**src/common/spi_port_pkg.sv**
```systemverilog
// Purpose: Shared constants and types for the synchronous serial port.
// Assumes: 100 MHz clk; registers are reached as aligned 32-bit words.
// Notes: Registers are 8 bits wide in the low byte lane; upper bits read 0.
package spi_port_pkg;

  // Register byte offsets
  localparam int ADDR_W = 4;
  localparam logic [ADDR_W-1:0] OFS_STATUS = 4'h0;
  localparam logic [ADDR_W-1:0] OFS_CONTROL = 4'h4;
  localparam logic [ADDR_W-1:0] OFS_BUFFER = 4'h8;
  localparam logic [ADDR_W-1:0] OFS_PINS = 4'hc;

  // Status register bit positions
  localparam int STAT_SAMPLE = 7;
  localparam int STAT_CKE = 6;
  localparam int STAT_STOP = 4;
  localparam int STAT_FULL = 0;

  // Control register bit positions
  localparam int CTRL_COLLIDE = 7;
  localparam int CTRL_OV = 6;
  localparam int CTRL_EN = 5;
  localparam int CTRL_POLARITY = 4;

  // Reset values
  localparam logic [7:0] STATUS_RST = 8'h00;
  localparam logic [7:0] CONTROL_RST = 8'h00;

  // Mode field encodings
  typedef enum logic [3:0] {
    MODE_MASTER_DIV4 = 4'h0,
    MODE_MASTER_DIV16 = 4'h1,
    MODE_MASTER_DIV64 = 4'h2,
    MODE_MASTER_TIMER = 4'h3,
    MODE_SLAVE_SS = 4'h4,
    MODE_SLAVE_FREE = 4'h5
  } port_mode_t;

  // Half serial clock periods in system clocks (full period is twice this)
  localparam logic [5:0] HALF_DIV4 = 6'h02;
  localparam logic [5:0] HALF_DIV16 = 6'h08;
  localparam logic [5:0] HALF_DIV64 = 6'h20;

  // Byte framing: 16 clock halves plus one closing tick
  localparam logic [2:0] LAST_BIT = 3'h7;
  localparam logic [4:0] HALF_LAST = 5'h10;

  // AXI response codes
  localparam logic [1:0] RESP_OKAY = 2'h0;
  localparam logic [1:0] RESP_SLVERR = 2'h2;

  // Master transfer state
  typedef enum logic {
    XF_IDLE = 1'b0,
    XF_MASTER = 1'b1
  } xfer_t;

  // Half period length for a master mode code
  function automatic logic [5:0] half_len(input logic [3:0] mode);
    case (mode)
      MODE_MASTER_DIV16: half_len = HALF_DIV16;
      MODE_MASTER_DIV64: half_len = HALF_DIV64;
      default: half_len = HALF_DIV4;
    endcase
  endfunction : half_len

endpackage : spi_port_pkg

```
**src/hw/sck_rate_gen.sv**
```systemverilog
// Purpose: Half-period tick generator for the master serial clock.
// Assumes: timer_two_output is a one-cycle pulse from logic on clk.
// Notes: Timer mode toggles the clock once per timer pulse (timer/2 rate).
module sck_rate_gen
  import spi_port_pkg::*;
(
  input wire logic clk,
  input wire logic sys_rst,
  input wire logic run,
  input wire logic [3:0] mode,
  input wire logic timer_two_output,
  output logic tick
);

  typedef struct packed {
    logic [5:0] cnt;
    logic tick;
  } gen_state_t;

  gen_state_t st_reg;
  gen_state_t st_next;

  // Count system clocks, or pass timer pulses, while a byte is running
  always_comb begin
    st_next = st_reg;
    st_next.tick = 1'b0;
    if (!run) begin
      st_next.cnt = '0;
    end else if (mode == MODE_MASTER_TIMER) begin
      st_next.tick = timer_two_output;
    end else if (st_reg.cnt == half_len(mode) - 6'h01) begin
      st_next.cnt = '0;
      st_next.tick = 1'b1;
    end else begin
      st_next.cnt = st_reg.cnt + 6'h01;
    end
  end

  always_ff @(posedge clk) begin
    if (sys_rst) begin
      st_reg <= '0;
    end else begin
      st_reg <= st_next;
    end
  end

  assign tick = st_reg.tick;

endmodule : sck_rate_gen

```
**src/hw/sync_serial_unit.sv**
```systemverilog
// Purpose: SPI-mode synchronous serial port with an AXI4-Lite register slave.
// Assumes: Pins are sampled through two flops; clk keeps running in sleep.
// Notes: Reserved mode codes leave the port enabled but with no shift engine.
//
// Overview of operation
// Eighth bit in: buffer loaded, full and flag set
// Buffer write loads buffer and shift register
// Shift most significant bit first
// Master sample point: middle or end
// Software keeps sample point clear as slave
// Clock edge bit picks output change edge
// Clock polarity sets idle clock level
// Buffer full set on receive, read clears
// Write while busy dropped, sets collision
// Slave byte onto full buffer sets overflow
// Master mode never sets overflow
// Enable hands pins to the port
// Stop bit cleared while disabled
// Mode field picks master rate or slave
// Reconfigure by disable, rewrite, enable
// Software sets pin directions
// Master starts clocking on buffer write
// Data out disabled: master still receives
// Clock edge set: data valid before clock
// Slave shifts on external clock, flags byte
// Slave clock idles correctly before enable
// Slave receives in sleep, byte wakes
// Slave select high stops output, clears count
//
// The register addresses and register access over AXI4-Lite are this design's own decisions.
module sync_serial_unit
  import spi_port_pkg::*;
(
  input wire logic clk,
  input wire logic sys_rst,
  input wire logic [ADDR_W-1:0] s_axi_awaddr,
  input wire logic s_axi_awvalid,
  output logic s_axi_awready,
  input wire logic [31:0] s_axi_wdata,
  input wire logic [3:0] s_axi_wstrb,
  input wire logic s_axi_wvalid,
  output logic s_axi_wready,
  output logic [1:0] s_axi_bresp,
  output logic s_axi_bvalid,
  input wire logic s_axi_bready,
  input wire logic [ADDR_W-1:0] s_axi_araddr,
  input wire logic s_axi_arvalid,
  output logic s_axi_arready,
  output logic [31:0] s_axi_rdata,
  output logic [1:0] s_axi_rresp,
  output logic s_axi_rvalid,
  input wire logic s_axi_rready,
  input wire logic sck_in,
  output logic sck_out,
  output logic sck_oe,
  input wire logic sdi_in,
  output logic sdo_out,
  output logic sdo_oe,
  input wire logic slave_select_n_in,
  input wire logic sdo_direction_input,
  input wire logic timer_two_output,
  output logic port_pins_active,
  output logic port_interrupt_flag,
  output logic wake_request
);

  typedef struct packed {
    // Bus slave
    logic aw_full;
    logic [ADDR_W-1:0] aw_addr;
    logic w_full;
    logic [7:0] w_data;
    logic w_lane;
    logic awready;
    logic wready;
    logic bvalid;
    logic [1:0] bresp;
    logic arready;
    logic rvalid;
    logic [7:0] rdata;
    logic [1:0] rresp;
    // Configuration and status
    logic sample_point;
    logic clock_edge;
    logic stop_bit;
    logic buffer_full;
    logic write_collision;
    logic receive_overflow;
    logic port_enable;
    logic clock_polarity;
    logic [3:0] port_mode_field;
    // Shift engine
    logic [7:0] transfer_buffer;
    logic [7:0] shift_register;
    logic sdo_bit;
    logic [2:0] bit_cnt;
    xfer_t xfer;
    logic [4:0] half_cnt;
    logic sck_level;
    // Pin synchronisers
    logic sck_meta;
    logic sck_sync;
    logic sck_prev;
    logic sdi_meta;
    logic sdi_sync;
    logic ss_meta;
    logic ss_sync;
    // Pin drivers and pulses
    logic sck_oe;
    logic sdo_oe;
    logic pins_active;
    logic flag;
    logic wake;
  } port_state_t;

  port_state_t st_reg;
  port_state_t st_next;
  logic tick;

  // Serial clock pacing for master transfers
  sck_rate_gen u_rate (
    .clk(clk),
    .sys_rst(sys_rst),
    .run(st_reg.xfer == XF_MASTER),
    .mode(st_reg.port_mode_field),
    .timer_two_output(timer_two_output),
    .tick(tick)
  );

  // Decode, bus access and shift engine; software writes are applied
  // before hardware sets so that a set in the same cycle wins.
  always_comb begin
    logic is_master;
    logic is_slave;
    logic ss_high;
    logic do_wr;
    logic rd_take;
    logic buf_rd;
    logic busy;
    logic lead;
    logic trail;
    logic endt;
    logic m_mid;
    logic m_out;
    logic m_end;
    logic m_samp;
    logic s_edge;
    logic s_lead;
    logic s_trail;
    logic s_act;
    logic samp_ev;
    logic out_ev;
    logic [7:0] new_byte;
    is_master = 1'b0;
    is_slave = 1'b0;
    ss_high = 1'b0;
    do_wr = 1'b0;
    rd_take = 1'b0;
    buf_rd = 1'b0;
    busy = 1'b0;
    lead = 1'b0;
    trail = 1'b0;
    endt = 1'b0;
    m_mid = 1'b0;
    m_out = 1'b0;
    m_end = 1'b0;
    m_samp = 1'b0;
    s_edge = 1'b0;
    s_lead = 1'b0;
    s_trail = 1'b0;
    s_act = 1'b0;
    samp_ev = 1'b0;
    out_ev = 1'b0;
    new_byte = {st_reg.shift_register[6:0], st_reg.sdi_sync};
    st_next = st_reg;
    st_next.flag = 1'b0;
    st_next.wake = 1'b0;

    // Two-flop synchronisers; edge detect uses only the second stage
    st_next.sck_meta = sck_in;
    st_next.sck_sync = st_reg.sck_meta;
    st_next.sck_prev = st_reg.sck_sync;
    st_next.sdi_meta = sdi_in;
    st_next.sdi_sync = st_reg.sdi_meta;
    st_next.ss_meta = slave_select_n_in;
    st_next.ss_sync = st_reg.ss_meta;

    // Mode decode
    unique case (st_reg.port_mode_field)
      MODE_MASTER_DIV4, MODE_MASTER_DIV16,
      MODE_MASTER_DIV64, MODE_MASTER_TIMER: is_master = 1'b1;
      MODE_SLAVE_SS: begin
        is_slave = 1'b1;
        ss_high = st_reg.ss_sync;
      end
      MODE_SLAVE_FREE: is_slave = 1'b1;
      default: ;
    endcase
    busy = (st_reg.xfer == XF_MASTER) || (st_reg.bit_cnt != 3'h0);

    // Write channel: address and data are held until both are present
    if (s_axi_awvalid && st_reg.awready) begin
      st_next.aw_full = 1'b1;
      st_next.aw_addr = s_axi_awaddr;
    end
    if (s_axi_wvalid && st_reg.wready) begin
      st_next.w_full = 1'b1;
      st_next.w_data = s_axi_wdata[7:0];
      st_next.w_lane = s_axi_wstrb[0];
    end
    do_wr = st_reg.aw_full && st_reg.w_full && !st_reg.bvalid;
    if (st_reg.bvalid && s_axi_bready) begin
      st_next.bvalid = 1'b0;
    end
    if (do_wr) begin
      st_next.aw_full = 1'b0;
      st_next.w_full = 1'b0;
      st_next.bvalid = 1'b1;
      st_next.bresp = RESP_OKAY;
      unique case (st_reg.aw_addr)
        OFS_STATUS: if (st_reg.w_lane) begin
          st_next.sample_point = st_reg.w_data[STAT_SAMPLE];
          st_next.clock_edge = st_reg.w_data[STAT_CKE];
        end
        OFS_CONTROL: if (st_reg.w_lane) begin
          st_next.write_collision = st_reg.w_data[CTRL_COLLIDE];
          st_next.receive_overflow = st_reg.w_data[CTRL_OV];
          st_next.port_enable = st_reg.w_data[CTRL_EN];
          st_next.clock_polarity = st_reg.w_data[CTRL_POLARITY];
          st_next.port_mode_field = st_reg.w_data[3:0];
        end
        OFS_BUFFER: if (st_reg.w_lane) begin
          if (busy) begin
            st_next.write_collision = 1'b1;
          end else begin
            st_next.transfer_buffer = st_reg.w_data;
            st_next.shift_register = st_reg.w_data;
            st_next.sdo_bit = st_reg.w_data[7];
            if (st_reg.port_enable && is_master) begin
              st_next.xfer = XF_MASTER;
              st_next.half_cnt = '0;
              st_next.bit_cnt = '0;
            end
          end
        end
        OFS_PINS: ;
        default: st_next.bresp = RESP_SLVERR;
      endcase
    end
    st_next.awready = !st_next.aw_full;
    st_next.wready = !st_next.w_full;

    // Read channel: answer registered at the handshake edge
    rd_take = s_axi_arvalid && st_reg.arready;
    if (st_reg.rvalid && s_axi_rready) begin
      st_next.rvalid = 1'b0;
    end
    if (rd_take) begin
      st_next.rvalid = 1'b1;
      st_next.rresp = RESP_OKAY;
      unique case (s_axi_araddr)
        OFS_STATUS: st_next.rdata = {st_reg.sample_point, st_reg.clock_edge, 1'b0,
          st_reg.stop_bit, 3'h0, st_reg.buffer_full};
        OFS_CONTROL: st_next.rdata = {st_reg.write_collision, st_reg.receive_overflow,
          st_reg.port_enable, st_reg.clock_polarity, st_reg.port_mode_field};
        OFS_BUFFER: begin
          st_next.rdata = st_reg.transfer_buffer;
          buf_rd = 1'b1;
          st_next.buffer_full = 1'b0;
        end
        OFS_PINS: st_next.rdata = {6'h00, busy, st_reg.sck_sync};
        default: begin
          st_next.rdata = 8'h00;
          st_next.rresp = RESP_SLVERR;
        end
      endcase
    end
    st_next.arready = !st_next.rvalid;

    // Master event decode for the current half period
    lead = !st_reg.half_cnt[0] && (st_reg.half_cnt < HALF_LAST);
    trail = st_reg.half_cnt[0];
    endt = st_reg.half_cnt == HALF_LAST;
    m_mid = st_reg.clock_edge ? lead : trail;
    m_out = st_reg.clock_edge ? trail : lead;
    m_end = st_reg.clock_edge ? trail
      : ((lead && st_reg.half_cnt != 5'h00) || endt);
    m_samp = st_reg.sample_point ? m_end : m_mid;

    // Slave edges from the synchronised pin clock
    s_edge = st_reg.sck_sync != st_reg.sck_prev;
    s_lead = s_edge && (st_reg.sck_prev == st_reg.clock_polarity);
    s_trail = s_edge && (st_reg.sck_prev != st_reg.clock_polarity);
    s_act = st_reg.port_enable && is_slave && !ss_high;

    if (st_reg.xfer == XF_MASTER) begin
      samp_ev = tick && m_samp;
      out_ev = tick && m_out;
    end else if (s_act) begin
      samp_ev = st_reg.clock_edge ? s_lead : s_trail;
      out_ev = st_reg.clock_edge ? s_trail : s_lead;
    end

    // Master clock: toggles per half tick, rests at idle level otherwise
    if (st_reg.xfer == XF_MASTER) begin
      if (tick) begin
        st_next.half_cnt = st_reg.half_cnt + 5'h01;
        if (endt) begin
          st_next.xfer = XF_IDLE;
          st_next.half_cnt = '0;
        end else begin
          st_next.sck_level = !st_reg.sck_level;
        end
      end
    end else begin
      st_next.sck_level = st_reg.clock_polarity;
    end

    // Output bit moves on its edge; next bit is sr[6] if sampling now
    if (out_ev) begin
      st_next.sdo_bit = samp_ev ? st_reg.shift_register[6]
        : st_reg.shift_register[7];
    end

    // Input capture, most significant bit first
    if (samp_ev) begin
      st_next.shift_register = new_byte;
      st_next.bit_cnt = st_reg.bit_cnt + 3'h1;
      if (st_reg.bit_cnt == LAST_BIT) begin
        st_next.bit_cnt = '0;
        st_next.flag = 1'b1;
        if (is_slave && st_reg.buffer_full && !buf_rd) begin
          st_next.receive_overflow = 1'b1;
        end else begin
          st_next.transfer_buffer = new_byte;
          st_next.buffer_full = 1'b1;
        end
        st_next.wake = is_slave;
      end
    end

    // Slave select high or port disabled resets the bit counter
    if (ss_high) begin
      st_next.bit_cnt = '0;
    end
    if (!st_reg.port_enable) begin
      st_next.bit_cnt = '0;
      st_next.xfer = XF_IDLE;
      st_next.stop_bit = 1'b0;
    end

    // Pin ownership follows the mode being written, so enabling as slave never
    // drives the clock pin for a cycle; disabled port releases every pin
    st_next.pins_active = st_next.port_enable;
    st_next.sck_oe = st_next.port_enable
      && (st_next.port_mode_field <= MODE_MASTER_TIMER);
    st_next.sdo_oe = st_next.port_enable && (st_next.port_mode_field <= MODE_SLAVE_FREE)
      && !sdo_direction_input && !ss_high;
  end

  always_ff @(posedge clk) begin
    if (sys_rst) begin
      st_reg <= '0;
    end else begin
      st_reg <= st_next;
    end
  end

  // Every output comes straight from the state register
  assign s_axi_awready = st_reg.awready;
  assign s_axi_wready = st_reg.wready;
  assign s_axi_bvalid = st_reg.bvalid;
  assign s_axi_bresp = st_reg.bresp;
  assign s_axi_arready = st_reg.arready;
  assign s_axi_rvalid = st_reg.rvalid;
  assign s_axi_rdata = {24'h000000, st_reg.rdata};
  assign s_axi_rresp = st_reg.rresp;
  assign sck_out = st_reg.sck_level;
  assign sck_oe = st_reg.sck_oe;
  assign sdo_out = st_reg.sdo_bit;
  assign sdo_oe = st_reg.sdo_oe;
  assign port_pins_active = st_reg.pins_active;
  assign port_interrupt_flag = st_reg.flag;
  assign wake_request = st_reg.wake;

endmodule : sync_serial_unit

```
**config.mk**
```make
export PLATFORM = sky130hd
export DESIGN_NAME = sync_serial_unit
export DESIGN_NICKNAME = d
export VERILOG_FILES = /design/src/common/spi_port_pkg.sv /design/src/hw/sck_rate_gen.sv /design/src/hw/sync_serial_unit.sv
export SDC_FILE = /design/constraint.sdc
export NUM_CORES = 1
export LEC_CHECK = 0
export ABC_AREA = 0
export BUFFER_PORTS_ARGS = -buffer_cell sky130_fd_sc_hd__buf_2
export CAP_MARGIN = 20
export CORE_AREA = 2 2 122 124
export DETAILED_ROUTE_END_ITERATION = 6
export DIE_AREA = 0 0 124 126
export GPL_ROUTABILITY_DRIVEN = 0
export PLACE_DENSITY = 0.61
export SYNTH_ARGS = -nofsm -noshare
export SYNTH_HDL_FRONTEND = slang
export SYNTH_SLANG_ARGS = --single-unit
```
**constraint.sdc**
```tcl
create_clock -name clk -period 2.9 [get_ports clk]
set_input_delay 0.435 -clock clk [delete_from_list [all_inputs] [get_ports clk]]
set_output_delay 0.435 -clock clk [all_outputs]
set_load 0.02 [all_outputs]
```
; After elaboration in Yosys (flattened, before gate mapping)
; Cells that the tools add are included.
[totals]
register_bits = 88
input_bits = 56
out_inout_bits = 48
wordCells = 202
[classes]
add_sub_neg = 4
n_lt_le_gt_ge = 3
eq_ne = 24
n_mux = 63
bitwise_logic = 4
reduce_logical = 63
[op_table]
columns = cell, count
row1 = two-way mux 26 bit, 3
row2 = two-way mux 1 bit, 35
row3 = two-way mux 33 bit, 1
row4 = one-hot mux 8 bit (4 select lines), 1
row5 = two-way mux 6 bit, 5
row6 = two-way mux 8 bit, 3
row7 = logical AND 1 bit, 22
row8 = nonzero test 2 bit, 9
row9 = "equality test 4 x 3 -> 1 bit, second input constant", 4
row10 = "equality test 4 bit, second input constant", 4
row11 = two-way mux 16 bit, 1
row12 = two-way mux 7 bit, 2
row13 = zero test 4 bit, 3
row14 = one-hot mux 6 bit (2 select lines), 1
row15 = OR reduction 4 bit, 3
row16 = two-way mux 11 bit, 1
row17 = two-way mux 10 bit, 1
row18 = AND reduction 5 bit, 2
row19 = zero test 1 bit, 9
row20 = two-way mux 3 bit, 3
row21 = two-way mux 9 bit, 1
row22 = "equality test 4 x 2 -> 1 bit, second input constant", 2
row23 = "inequality test 2 bit, second input constant", 4
row24 = AND reduction 4 bit, 2
row25 = 25 further kinds, 39

; Longest topological paths before layout
[logic_depth]
word_depth = 13
mapped_depth = 9
depth_no_buf = 7

; By module
; A second synthesis with hierarchy kept.
[unflattened]
cells_unflattened = 473
hier_area_um2 = 4207.8
[modules_own_cells]
columns = mod, instances, cells_per_inst, area_per_inst_um2, seq_area_each_um2
row1 = sync_serial_unit, 1, 429, 3809.9, 1581.5
row2 = sck_rate_gen, 1, 44, 397.9, 140.1

; Least setup slack after synthesis
; No wires, ideal clock.
[synth_path]
kind = register to register
from = register st_reg[13] (netlist name)
to = register st_reg[20] (netlist name)
setup_time_ps = 70
t_arrival_ps = 2004
required_time_ps = 2830
setup_slack_ps = 827
path_stages_with_launch = 9
n_path_buf = 1
synth_period_minus_slack_ps = 2073
cell_sequence = dfxtp_1 buf_6 inv_1 ha_1 or3b_4 a2111oi_4 o22ai_4 or3b_1 a21oi_1
[synth_between]
elab_chain_cells = 10
elab_cells_between_ends = 19
classes_between = 1 x order compare / 2 x eq/ne / 5 x mux / 11 x reduce/logical
[synth_rtl]
columns = element, line_no
row1 = from (decl), sync_serial_unit.sv:116  ; port_state_t st_reg;
row2 = from (signal assigned), sync_serial_unit.sv:365  ; st_reg <= st_next;
row3 = < comparator 5 bit / zero test 1 bit (equally long branches), sync_serial_unit.sv:281  ; lead = !st_reg.half_cnt[0] && (st_reg.half_cnt < HALF_LAST);
row4 = logical AND 1 bit, sync_serial_unit.sv:281
row5 = logical AND 1 bit, sync_serial_unit.sv:287  ; : ((lead && st_reg.half_cnt != 5'h00) || endt);
row6 = logical OR 1 bit, sync_serial_unit.sv:287
row7 = two-way mux 1 bit, sync_serial_unit.sv:286  ; m_end = st_reg.clock_edge ? trail
row8 = two-way mux 1 bit (*), sync_serial_unit.sv:288  ; m_samp = st_reg.sample_point ? m_end : m_mid;
row9 = logical AND 1 bit (*), sync_serial_unit.sv:297  ; samp_ev = tick && m_samp;
row10 = two-way mux 1 bit (*), sync_serial_unit.sv:296  ; if (st_reg.xfer == XF_MASTER) begin
row11 = inequality test 2 x 1 -> 1 bit (no line) / nonzero test 2 bit (equally long branches), n/a
row12 = AND reduction 5 bit (no line), n/a
; Mark *: on every way between the ends. The rest lies on a longest branch, timed or not.
; A chain may end at the register's enable or synchronous reset.

; Final worst setup path
[layout_path]
from = register st_reg[13] (netlist name)
to = register st_reg[24] (netlist name)
[layout_between]
elab_chain_cells = 10
elab_cells_between_ends = 18
classes_between = 1 x order compare / 2 x eq/ne / 5 x mux / 10 x reduce/logical
[layout_rtl]
columns = element, line_no
row1 = < comparator 5 bit / zero test 1 bit (equally long branches), sync_serial_unit.sv:281
row2 = logical AND 1 bit, sync_serial_unit.sv:281
row3 = logical AND 1 bit, sync_serial_unit.sv:287
row4 = logical OR 1 bit, sync_serial_unit.sv:287
row5 = two-way mux 1 bit, sync_serial_unit.sv:286
row6 = two-way mux 1 bit (*), sync_serial_unit.sv:288
row7 = logical AND 1 bit (*), sync_serial_unit.sv:297
row8 = two-way mux 1 bit (*), sync_serial_unit.sv:296
row9 = inequality test 2 x 1 -> 1 bit (no line) / nonzero test 2 bit (equally long branches), n/a
row10 = AND reduction 4 bit (no line), n/a
; Marked as above.

==> summary.txt <==
Run status
  – Outcome: finished clean

Hold path
  – Hold WC Path Type: input port to flop
  – Hold depth: 2

Global routing
  – Vias in the first global route: 3230
  – First-pass GRT wire length: 15700 um
  – Gr ovfl total: 0
  – Initial antenna violation count: 0
  – Gr usage total: 0.129
  – Pin count of the biggest net entering global routing: 45

Timing
  – FMAX: 0.408 GHz
  – Hold Violations, Final: 0
  – Setup ws final: 451 ps
  – Final min period: 2450 ps
  – RSZ-0062 raised after global routing: no
  – Least-Margin Pin Slew: 792 ps
  – Period utilization: 0.845
  – Final Setup Violations: 0
  – Max-slew headroom: 0.472
  – Min Hold Slack: 304 ps
  – Fin. max-slew vios: 0
  – Fin Setup TNS: 0 ps
  – Clock skew: 9.08 ps

Synthesis
  – Cell taking the most area after synthesis: dfxtp_1
  – Sequential area share after synthesis: 0.408
  – Dominant cells by area after synthesis: dfxtp_1 (41%), buf_4 (6.4%), mux2i_1 (5.2%)
  – Synthesized instance count: 472
  – Post-Syn Area per Cell: 8.94 um2
  – Count leader, synth: dfxtp_1
  – Flops & latches, synth: 86
  – Top_reg_cell synth: dfxtp_1
  – Commonest cells post-synth: dfxtp_1 (86), nor2_1 (53), nand2_1 (46), a21oi_1 (43), buf_4 (36)
  – Yosys top cell area share: 0.408
  – Yosys warns: 0
  – Mapped Area: 4220 um2
  – Post-synth EDFFs: 0
  – Unique cell type count in the Yosys netlist: 60
  – Fraction of registers with async set/reset: 0

Clocking
  – Clk buf depth: 2
  – Post-CTS resize count: 0
  – Clk_lat worst skew: 350 ps
  – Clock transition at path regs: 70 ps
  – TritonCTS clock tree: yes
  – Cts hold-fix bufs: 0
  – Clock sinks: 86
  – H-tree depth: 3
  – Number of setup buffers added after CTS: 0
  – Inserted Clock Buffers: 9
  – Root buffer cell: clkbuf_16

Cells and area
  – Final instance area: 4780 um2
  – Share of layout cells above drive strength 1: 0.218
  – Synth-to-layout area growth: 13.2%
  – Max reg flops: 53
  – Antenna cells: 0
  – Fill count: 1461
  – Layout Utilization: 0.334
  – Nets: 570

Power
  – PwrDens: 522 nW/um2
  – Clk network pwr share: 0.450
  – NetSw: 642 uW
  – Switching Fraction: 0.258
  – Peak supply drop: 0.000247 V
  – Seq pwr share: 0.491
  – Logic pwr share: 0.059
  – Int Power: 1850 uW
  – Pleak: 0.00193 uW

Critical path
  – Nature of the critical path startpoint: flop
  – R2R depth: 6
  – Slowest CP cell: o22ai_4
  – Arr. time, crit path: 2720 ps
  – Crit-path cells: or4b_1, a31o_1, o22ai_4, buf_4, nor2_1, a211oi_2
  – Crit path kind: flop to flop
  – Worst setup EP type: flop
  – CP max stage delay: 620 ps
  – Levels on crit path: 6
  – Crit path max-delay family: compound AO/OA/AOI/OAI gates
  – CP bufs+invs: 1
  – Crit Path Max Fanout: 22
  – Critical path data required time: 3170 ps

Drt
  – DR DRC count: 0
  – Final ANT Viol Nets: 0
  – Routed vias/inst: 4.82
  – WL final: 9620 um
  – Initial DRC count: 201
  – Vias: 3362
  – DR WL/cell: 13.8 um
  – Drt first pass iters: 4

Place
  – Post-Place Worst Slack: 500 ps
  – Number of I/O port buffers: 50
  – Cell Area, Placed: 4490 um2
  – HPWL Detailed: 7060 um

Die
  – Row count: 44
  – Die area: 15600 um2
  – IO Pins: 104
  – Core area: 14300 um2
  – Die H: 126 um
  – Starting Density: 0.295
  – Die width: 124 um

Flow run
  – Max-Cap Viols: 0
==> power by group through the flow <==
stage	logic (uW)	clock network (uW)	registers [uW]
after floorplan	126	0	1250
after global placement	144	0	1250
after detailed placement	146	0	1250
after CTS	147	1150	1220
after global routing	164	1200	1230
final	146	1120	1220
==> logic make-up after synthesis <==
logic type | count (synthesis) | synth area share
simple gates | 170 | 0.209
compound gates | 94 | 0.161
flops | 86 | 0.408
buf+inv | 77 | 0.109
mux | 32 | 0.0816
fa+ha+maj | 6 | 0.0178
xor+xnor | 6 | 0.0125
other cells | 1 | 0.000889
==> stage by stage <==
| stage | std cells | power (uW) |
|---|---|---|
| final | 697 | 2490 |
| after global routing | 697 | 2590 |
| after CTS | 697 | 2520 |
| after detailed placement | 681 | 1400 |
| after global placement | 681 | 1390 |
| after floorplan | 497 | 1380 |
==> layer usage <==
| layer | up-vias | wire length (um) | track usage |
|---|---|---|---|
| met2 | 98 | 4640 | 0.209 |
| met5 | - | 0 | 0 |
| li1 | 1657 | - | - |
| met1 | 1589 | 4060 | 0.156 |
| met3 | 18 | 648 | 0.0317 |
| met4 | 0 | 274 | 0.0727 |
==> cells in the final DEF, fill, tap and decap left out, types with 2 or more instances in the layout <==
cell type / Yosys / final
a31oi_1: 2 / 2
inv_8: 0 / 2
xnor2_1: 2 / 2
a21oi_1: 43 / 43
a211oi_1: 2 / 2
a211oi_2: 9 / 9
nand3_1: 9 / 9
buf_4: 36 / 10
buf_2: 5 / 50
xor2_1: 4 / 4
nand2_1: 46 / 46
inv_6: 0 / 3
a22o_1: 4 / 4
conb_1: 1 / 26
and4b_1: 2 / 2
a31o_1: 4 / 4
nor3b_1: 2 / 2
mux2i_1: 22 / 22
nand2b_1: 6 / 6
inv_1: 16 / 16
a311oi_1: 2 / 2
nand4b_1: 2 / 2
and2_1: 4 / 4
clkbuf_16: 0 / 9
nor2b_1: 12 / 12
dfxtp_1: 86 / 86
nand2_4: 2 / 2
nor3_1: 11 / 11
or3b_1: 2 / 2
o21ai_0: 6 / 6
nand3b_1: 2 / 2
mux2_2: 9 / 9
nand4bb_1: 2 / 2
nor2_1: 53 / 53
ha_1: 6 / 6
nand4_1: 3 / 3
a22oi_1: 8 / 8
a31o_2: 5 / 5
==> worst paths after layout <==
check,to,start,slack (ps)
setup reg to reg,st_reg[24]$_SDFFE_PP0P_,st_reg[13]$_SDFF_PP0_,450
hold reg to reg,st_next[9]$_SDFF_PP0_,st_next[10]$_SDFF_PP0_,450
setup / recovery,st_reg[24]$_SDFFE_PP0P_,st_reg[13]$_SDFF_PP0_,450
hold / removal,st_next[5]$_SDFF_PP0_,slave_select_n_in,300
==> final cells by class <==
class / instances / area [um2] / area share
clock buffer: 9 / 225 / 0.0472
clock inverter: 7 / 62.6 / 0.0131
inverter: 16 / 60.1 / 0.0126
multi-input combinational: 334 / 2130 / 0.446
sequential: 86 / 1720 / 0.360
tap: 184 / 230 / 0.0482
timing repair buffer: 61 / 345 / 0.0723
(Power assumes the default switching activity.)
